<file path="src/hw/luc_pkg.sv">
package luc_pkg;
	// ----------------------------------------
	// counter geometry
	// ----------------------------------------
	localparam int LUC_CNT_W = 4;
	localparam int LUC_ADR_W = 8;
	localparam int LUC_DAT_W = 32;
	localparam int LUC_SEL_W = 4;

	// ----------------------------------------
	// register byte offsets
	// ----------------------------------------
	localparam logic [7:0] LUC_OFS_CTRL = 8'h00;
	localparam logic [7:0] LUC_OFS_LOAD = 8'h04;
	localparam logic [7:0] LUC_OFS_STATUS = 8'h08;

	// ----------------------------------------
	// control register fields
	// ----------------------------------------
	localparam int LUC_CTRL_SW_MODE = 0;
	localparam int LUC_CTRL_ENABLE = 1;
	localparam int LUC_CTRL_DOWN = 2;
	localparam int LUC_CTRL_PRESET_LO = 4;
	localparam int LUC_CTRL_PRESET_HI = 7;

	// ----------------------------------------
	// load and status register fields
	// ----------------------------------------
	localparam int LUC_LOAD_STROBE = 0;
	localparam int LUC_STAT_COUNT_LO = 0;
	localparam int LUC_STAT_COUNT_HI = 3;
	localparam int LUC_STAT_HOLD = 4;

	// ----------------------------------------
	// values after reset, count constants
	// ----------------------------------------
	localparam logic LUC_RST_SW_MODE = 1'b0;
	localparam logic LUC_RST_ENABLE = 1'b0;
	localparam logic LUC_RST_DOWN = 1'b0;
	localparam logic [3:0] LUC_RST_PRESET = 4'h0;
	localparam logic [3:0] LUC_ZERO = 4'h0;
	localparam logic [3:0] LUC_ONES = 4'hF;
	localparam logic [3:0] LUC_ONE = 4'h1;
	localparam logic [31:0] LUC_DAT_ZERO = 32'h0000_0000;
endpackage : luc_pkg

</file>
<file path="src/hw/luc_counter.sv">
module luc_counter
	import luc_pkg::*;
(
	input wire logic clk,
	input wire logic rst_n,
	input wire logic wb_cyc_i,
	input wire logic wb_stb_i,
	input wire logic wb_we_i,
	input wire logic [LUC_ADR_W-1:0] wb_adr_i,
	input wire logic [LUC_SEL_W-1:0] wb_sel_i,
	input wire logic [LUC_DAT_W-1:0] wb_dat_i,
	output logic [LUC_DAT_W-1:0] wb_dat_o,
	output logic wb_ack_o,
	input wire logic count_enable,
	input wire logic load,
	input wire logic direction_select,
	input wire logic preset_bit3,
	input wire logic preset_bit2,
	input wire logic preset_bit1,
	input wire logic preset_bit0,
	output logic state_out_bit3,
	output logic state_out_bit2,
	output logic state_out_bit1,
	output logic state_out_bit0,
	output logic hold_state
);
	// ----------------------------------------
	// declarations
	// ----------------------------------------
	logic sw_mode;
	logic sw_enable;
	logic sw_down;
	logic [LUC_CNT_W-1:0] sw_preset;
	logic sw_load_pulse;
	logic eff_load;
	logic eff_enable;
	logic eff_down;
	logic [LUC_CNT_W-1:0] eff_preset;
	logic [LUC_CNT_W-1:0] count;
	logic [LUC_CNT_W:0] carry;
	logic bus_req;
	logic bus_wr;
	logic [LUC_DAT_W-1:0] next_dat;

	// ----------------------------------------
	// address decode helper
	// ----------------------------------------
	function automatic logic luc_hit(input logic [LUC_ADR_W-1:0] adr, input logic [LUC_ADR_W-1:0] ofs);
		luc_hit = (adr == ofs);
	endfunction : luc_hit

	// ----------------------------------------
	// control source selection
	// ----------------------------------------
	// pins drive the counter unless software mode is set
	always_comb begin
		if (sw_mode) begin
			eff_load = sw_load_pulse;
			eff_enable = sw_enable;
			eff_down = sw_down;
			eff_preset = sw_preset;
		end else begin
			eff_load = load;
			eff_enable = count_enable;
			eff_down = direction_select;
			eff_preset = {preset_bit3, preset_bit2, preset_bit1, preset_bit0};
		end
	end

	// ----------------------------------------
	// counter slices
	// ----------------------------------------
	// enable feeds the low end of the toggle chain
	assign carry[0] = eff_enable;

	generate
		for (genvar i = 0; i < LUC_CNT_W; i++) begin : g_slice
			luc_slice u_slice (
				.clk(clk),
				.load(eff_load),
				.preset(eff_preset[i]),
				.down(eff_down),
				.carry_in(carry[i]),
				.q(count[i]),
				.carry_out(carry[i+1])
			);
		end
	endgenerate

	// state pins come straight from the slice flip-flops
	assign state_out_bit3 = count[3];
	assign state_out_bit2 = count[2];
	assign state_out_bit1 = count[1];
	assign state_out_bit0 = count[0];

	// hold indicator: neither loading nor counting
	always_ff @(posedge clk or negedge rst_n) begin
		if (!rst_n) begin
			hold_state <= 1'b0;
		end else begin
			hold_state <= ~eff_load & ~eff_enable;
		end
	end

	// ----------------------------------------
	// wishbone slave
	// ----------------------------------------
	assign bus_req = wb_cyc_i & wb_stb_i;
	// writes land on the edge where ack is seen high
	assign bus_wr = bus_req & wb_we_i & wb_ack_o;

	// ack one cycle after the request, dropped the next cycle
	always_ff @(posedge clk or negedge rst_n) begin
		if (!rst_n) begin
			wb_ack_o <= 1'b0;
		end else begin
			wb_ack_o <= bus_req & ~wb_ack_o;
		end
	end

	// read mux, unmapped addresses read zero
	always_comb begin
		next_dat = LUC_DAT_ZERO;
		if (luc_hit(wb_adr_i, LUC_OFS_CTRL)) begin
			next_dat[LUC_CTRL_SW_MODE] = sw_mode;
			next_dat[LUC_CTRL_ENABLE] = sw_enable;
			next_dat[LUC_CTRL_DOWN] = sw_down;
			next_dat[LUC_CTRL_PRESET_HI:LUC_CTRL_PRESET_LO] = sw_preset;
		end else if (luc_hit(wb_adr_i, LUC_OFS_STATUS)) begin
			next_dat[LUC_STAT_COUNT_HI:LUC_STAT_COUNT_LO] = count;
			next_dat[LUC_STAT_HOLD] = hold_state;
		end
	end

	// read data registered with the ack
	always_ff @(posedge clk or negedge rst_n) begin
		if (!rst_n) begin
			wb_dat_o <= LUC_DAT_ZERO;
		end else if (bus_req & ~wb_ack_o & ~wb_we_i) begin
			wb_dat_o <= next_dat;
		end
	end

	// control register, byte lane 0 only
	always_ff @(posedge clk or negedge rst_n) begin
		if (!rst_n) begin
			sw_mode <= LUC_RST_SW_MODE;
			sw_enable <= LUC_RST_ENABLE;
			sw_down <= LUC_RST_DOWN;
			sw_preset <= LUC_RST_PRESET;
		end else if (bus_wr & wb_sel_i[0] & luc_hit(wb_adr_i, LUC_OFS_CTRL)) begin
			sw_mode <= wb_dat_i[LUC_CTRL_SW_MODE];
			sw_enable <= wb_dat_i[LUC_CTRL_ENABLE];
			sw_down <= wb_dat_i[LUC_CTRL_DOWN];
			sw_preset <= wb_dat_i[LUC_CTRL_PRESET_HI:LUC_CTRL_PRESET_LO];
		end
	end

	// load strobe: one clock of load, as a pulse on the switch would give
	always_ff @(posedge clk or negedge rst_n) begin
		if (!rst_n) begin
			sw_load_pulse <= 1'b0;
		end else begin
			sw_load_pulse <= bus_wr & wb_sel_i[0] & luc_hit(wb_adr_i, LUC_OFS_LOAD)
				& wb_dat_i[LUC_LOAD_STROBE];
		end
	end
endmodule : luc_counter

</file>
<file path="src/hw/luc_slice.sv">
// ----------------------------------------
// one bit of the counter: flip-flop plus count logic
// ----------------------------------------
module luc_slice
	import luc_pkg::*;
(
	input wire logic clk,
	input wire logic load,
	input wire logic preset,
	input wire logic down,
	input wire logic carry_in,
	output logic q,
	output logic carry_out
);
	logic next_q;

	// next state settles while the clock is low
	always_comb begin
		if (load) begin
			next_q = preset;
		end else begin
			next_q = q ^ carry_in;
		end
	end

	// ripple: up toggles above ones, down toggles above zeros
	assign carry_out = carry_in & (down ? ~q : q);

	// no reset: state powers up arbitrary
	always_ff @(posedge clk) begin
		q <= next_q;
	end
endmodule : luc_slice

</file>
<file path="config.mk">
export PLATFORM = sky130hd
export DESIGN_NAME = luc_counter
export DESIGN_NICKNAME = d
export VERILOG_FILES = /design/src/hw/luc_pkg.sv /design/src/hw/luc_counter.sv /design/src/hw/luc_slice.sv
export SDC_FILE = /design/constraint.sdc
export NUM_CORES = 1
export LEC_CHECK = 0
export ABC_AREA = 1
export BUFFER_PORTS_ARGS = -buffer_cell sky130_fd_sc_hd__buf_2
export CAP_MARGIN = 20
export CORE_MARGIN = 2
export CORE_UTILIZATION = 38
export DETAILED_ROUTE_END_ITERATION = 6
export GPL_TIMING_DRIVEN = 0
export PLACE_DENSITY = 0.86
export SETUP_SLACK_MARGIN = 0.02
export SLEW_MARGIN = 20
export SYNTH_ARGS = -nofsm -noshare
export SYNTH_HDL_FRONTEND = slang
export SYNTH_SLANG_ARGS = --single-unit
</file>
<file path="constraint.sdc">
create_clock -name clk -period 1.4 [get_ports clk]
set_clock_uncertainty 0.1 [all_clocks]
set_input_delay 0.42 -clock clk [delete_from_list [all_inputs] [get_ports clk]]
set_output_delay 0.42 -clock clk [all_outputs]
set_load 0.01 [all_outputs]
</file>
# Word-level counts from Yosys, hierarchy flattened
# Cells that the tools add are included.
# word_totals
reg_bits	22
input_bits	56
wordCells	55
# classes
n_eq_ne	2
mux	16
n_bitwise	24
reduce_logical	1
# ops
cell	count
1-bit AND	13
1-bit 2-to-1 mux	12
8-bit by 3-bit == test with 1-bit output (second input constant)	1
8-bit by 4-bit == test with 1-bit output (second input constant)	1
8-bit zero test	1
1-bit NOT	7
3-bit 2-to-1 mux	2
5-bit 2-to-1 mux	1
4-bit 2-to-1 mux	1
1-bit bitwise XOR	4

# Longest topological paths before layout
# depth
word_depth	7
mapped_depth	11

# By module
# Synthesis repeated with hierarchy kept, for this count alone.
# unflattened
cells_unflattened	189
area_unflattened_um2	1390.1
# by_module_without_submodules
module	n_inst	cells_per_inst	area_each_um2	seq_area_each_um2
luc_counter	1	137	1124.8	450.4
luc_slice	4	13	66.3	20.0

# Least setup slack after synthesis
# OpenSTA, ideal clock, no wires.
# synth_timing
path_kind	input port to flip-flop
start	input wb_cyc_i
end	register wb_dat_o[0]
arrival_time_ns	1.105
path_slack_ns	0.071
stages	5
n_path_buf	0
path_cell_list	nand2_1 > nor3_4 > inv_1 > a21oi_1 > a21oi_1
# synth_between
elab_chain_len	3
# synth_rtl
element	line_no	text
from (decl)	luc_counter.sv:6	input wire logic wb_cyc_i,
1-bit AND	luc_counter.sv:108	assign bus_req = wb_cyc_i & wb_stb_i;
1-bit AND (2 in series)	luc_counter.sv:139	end else if (bus_req & ~wb_ack_o & ~wb_we_i) begin
to (signal assigned)	luc_counter.sv:140	wb_dat_o <= next_dat;
to (decl)	luc_counter.sv:12	output logic [LUC_DAT_W-1:0] wb_dat_o,
# No other way between the ends.
# A chain may end at the register's enable or synchronous reset.

# Worst setup path in the final report
# layout_timing
start	register wb_ack_o
end	output wb_ack_o
# layout_rtl
element	line_no	text
from (decl)	luc_counter.sv:13	output logic wb_ack_o,
from (signal assigned)	luc_counter.sv:117	wb_ack_o <= bus_req & ~wb_ack_o;
# No word-level cell between the ends.

==> impl_metrics.env <==
export IMPL_io_pins=94
export IMPL_dr_pass1_iters=4
export IMPL_rows=21
export IMPL_place_hpwl_microns=2350
export IMPL_critPathMaxFanout=4
export IMPL_finalSetupViolCount=3
export IMPL_grt_pass1_wl_microns=5130
export IMPL_drcViolationCount=0
export IMPL_swShare_pct=26.5
export IMPL_postLayoutCoreUtil_pct=58.4
export IMPL_grt_ovfl_total=0
export IMPL_violations="setup timing"
export IMPL_layout_common_cells="nand2_1 (51), buf_4 (43), buf_2 (39)"
export IMPL_worstSetupEndpointType="output port"
export IMPL_gp_congestion=0.764
export IMPL_hp_class="primary input to flip-flop"
export IMPL_dpl_worst_slack_ps=-210
export IMPL_dr_max_layer_used="met4"
export IMPL_fin_nets=324
export IMPL_wl_per_cell_microns=10.5
export IMPL_clk_path_buf_depth=2
export IMPL_grt_pass1_vias=1236
export IMPL_ys_seq_area_share_pct=39.0
export IMPL_intPower_mw=1.16
export IMPL_worst_slack_ps=-48.8
export IMPL_vdd_drop_max_uv=308
export IMPL_post_dp_cell_area_sq_um=1710
export IMPL_status="complete, but fails checks"
export IMPL_clock_power_share_pct=30.4
export IMPL_antenna_cells=0
export IMPL_port_buffers=41
export IMPL_synth_area_leaders="dfrtp_1 (33%), nand2_1 (15%), buf_4 (14%)"
export IMPL_cp_start_kind="flip-flop"
export IMPL_p_comb_share_pct=25.1
export IMPL_initial_utilization_pct=40.2
export IMPL_max_stage_delay_ps=450
export IMPL_wl_microns=3280
export IMPL_rsz0062_at_grt="true"
export IMPL_fin_cells=313
export IMPL_cpMaxStageDelayCell="dfrtp_1"
export IMPL_synth_seq_cells=22
export IMPL_synth_top_area_share_pct=33.1
export IMPL_clock_sinks=22
export IMPL_drive_gt1_share_pct=41.2
export IMPL_dp_cells=289
export IMPL_worstSkewPairLatency_ps=310
export IMPL_h_tree_depth=1
export IMPL_syn_avg_cell_area_sq_um=7.61
export IMPL_fp_dieArea_sq_um=4080
export IMPL_pwr_share_seq_pct=44.4
export IMPL_antenna_found_initial=0
export IMPL_cp_required_ps=880
export IMPL_cp_data_arrival_time_ps=930
export IMPL_hold_violations=0
export IMPL_drt_initial_drc_count=64
export IMPL_p_sw_mw=0.418
export IMPL_whs_ps=227
export IMPL_met3_length_microns=174
export IMPL_cp_num_buf_inv=1
export IMPL_post_route_min_period_ps=1450
export IMPL_synthToLayoutAreaGrowth_pct=45.3
export IMPL_worstPathCellList="buf_2"
export IMPL_yosys_area_top_type="dfrtp_1"
export IMPL_fin_crit_sh_pct=103
export IMPL_fin_area_sq_um=1980
export IMPL_yosysWarnings=0
export IMPL_ant_nets=0
export IMPL_core_area_sq_um=3390
export IMPL_p_per_area_nw_per_um2=797
export IMPL_die_x_microns=63.9
export IMPL_cts_made_buffers=3
export IMPL_final_max_slew_viol_count=0
export IMPL_syn_inst=179
export IMPL_grt_max_degree=19
export IMPL_via_per_inst=4.36
export IMPL_clk_pin_slew_worst_paths_ps=130
export IMPL_die_h_microns=63.9
export IMPL_wl_met2_microns=1700
export IMPL_fmax_mhz=690
export IMPL_crit_family="flip-flops"
export IMPL_mostFrequentLayoutCell="nand2_1"
export IMPL_crit_type="flip-flop to output port"
export IMPL_cts_tree="done"
export IMPL_ys_types=26
export IMPL_p_leak_nw=1.11
export IMPL_cts_root_buf="clkbuf_4"
export IMPL_grt_total_usage_pct=15.3
export IMPL_nFillCells=327
export IMPL_vias=1366
export IMPL_wl_met1_microns=1340
export IMPL_syn_area_sq_um=1360
export IMPL_max_cap_viol_count=0
==> cell families (layout without fill, tap and decap cells) <==
family,after synthesis,count (layout),share of synthesized area [%]
xor gates and xnor gates,1,1,0.643
AOI/OAI and AO/OA,18,18,6.98
and+or+nand+nor,95,95,32.5
other,1,24,0.275
DFF,22,22,39.0
buffers and inverters,42,107,20.6
==> registers in the layout, indices dropped and copies added (netlist names) <==
name,flops
g_slice.u_slice.q,4
sw_load_pulse,1
sw_enable,1
hold_state,1
wb_dat_o,8
wb_ack_o,1
sw_preset,4
sw_mode,1
sw_down,1
==> synth_stat cells <==
library cell / instances
nor2_1: 12
nor3_4: 1
buf_12: 1
conb_1: 1
dfrtp_1: 18
o21ai_1: 3
nand2_1: 53
buf_4: 25
o31ai_1: 1
o21ai_0: 5
nor2_4: 2
nand2_4: 2
inv_1: 14
dfxtp_1: 4
inv_6: 1
nand3_2: 1
buf_6: 1
nand3_1: 17
a31oi_1: 2
nand4_1: 1
xor2_1: 1
nor2_2: 1
nor3_1: 1
nor4_1: 1
nand2_2: 3
a21oi_1: 7
==> power groups by stage <==
stage / logic (mW) / clock network (mW) / registers, mW
after CTS: 0.326 / 0.495 / 0.704
after global routing: 0.438 / 0.518 / 0.702
after detailed placement: 0.299 / 0 / 0.714
after global placement: 0.292 / 0 / 0.714
after floorplan: 0.181 / 0 / 0.724
final: 0.397 / 0.480 / 0.701
==> final cells by class <==
type / instances / area (sq um) / share of cell area [%]
Clock inverter: 1 / 30.0 / 1.52
Multi-Input combinational cell: 138 / 664 / 33.6
Inverter: 15 / 61.3 / 3.10
Buffer: 27 / 219 / 11.1
Sequential cell: 22 / 541 / 27.3
Timing Repair Buffer: 61 / 383 / 19.4
Tap cell: 46 / 57.6 / 2.91
Clock buffer: 3 / 22.5 / 1.14
==> final timing paths <==
path	startpoint	cells past startpoint	endpoint	slack, ps
min reg2reg	sw_preset[2]	2	sw_preset[2]	390
max	wb_ack_o	1	wb_ack_o	-50
min	wb_dat_i[5]	3	sw_preset[1]	230
max in group asynchronous	rst_n	2	sw_down	480
max reg2reg	sw_mode	9	g_slice[0].u_slice.q	-20
min in group asynchronous	rst_n	2	wb_dat_o[7]	440
==> timing repair <==
item,CTS,global route
endpoints found under the hold margin,18,0
gates resized for setup,9,6
pin swaps,2,7
setup buffers,7,12
hold buffers,1,0
setup endpoints to repair,18,20
==> through the flow <==
stage / total power, mW / TNS, ps
floorplan: 0.905 / 0
global placement: 1.01 / -1360
detailed placement: 1.01 / -1750
CTS: 1.53 / -70.0
global route: 1.66 / -531
finish: 1.58 / -67.8
==> routing by layer <==
layer	global-route usage, %	vias up
met5	0	-
met4	6.25	0
met3	1.06	6
met2	27.6	47
met1	18.7	617
li1	-	696
Note: power is estimated with default switching activity, not from simulation.
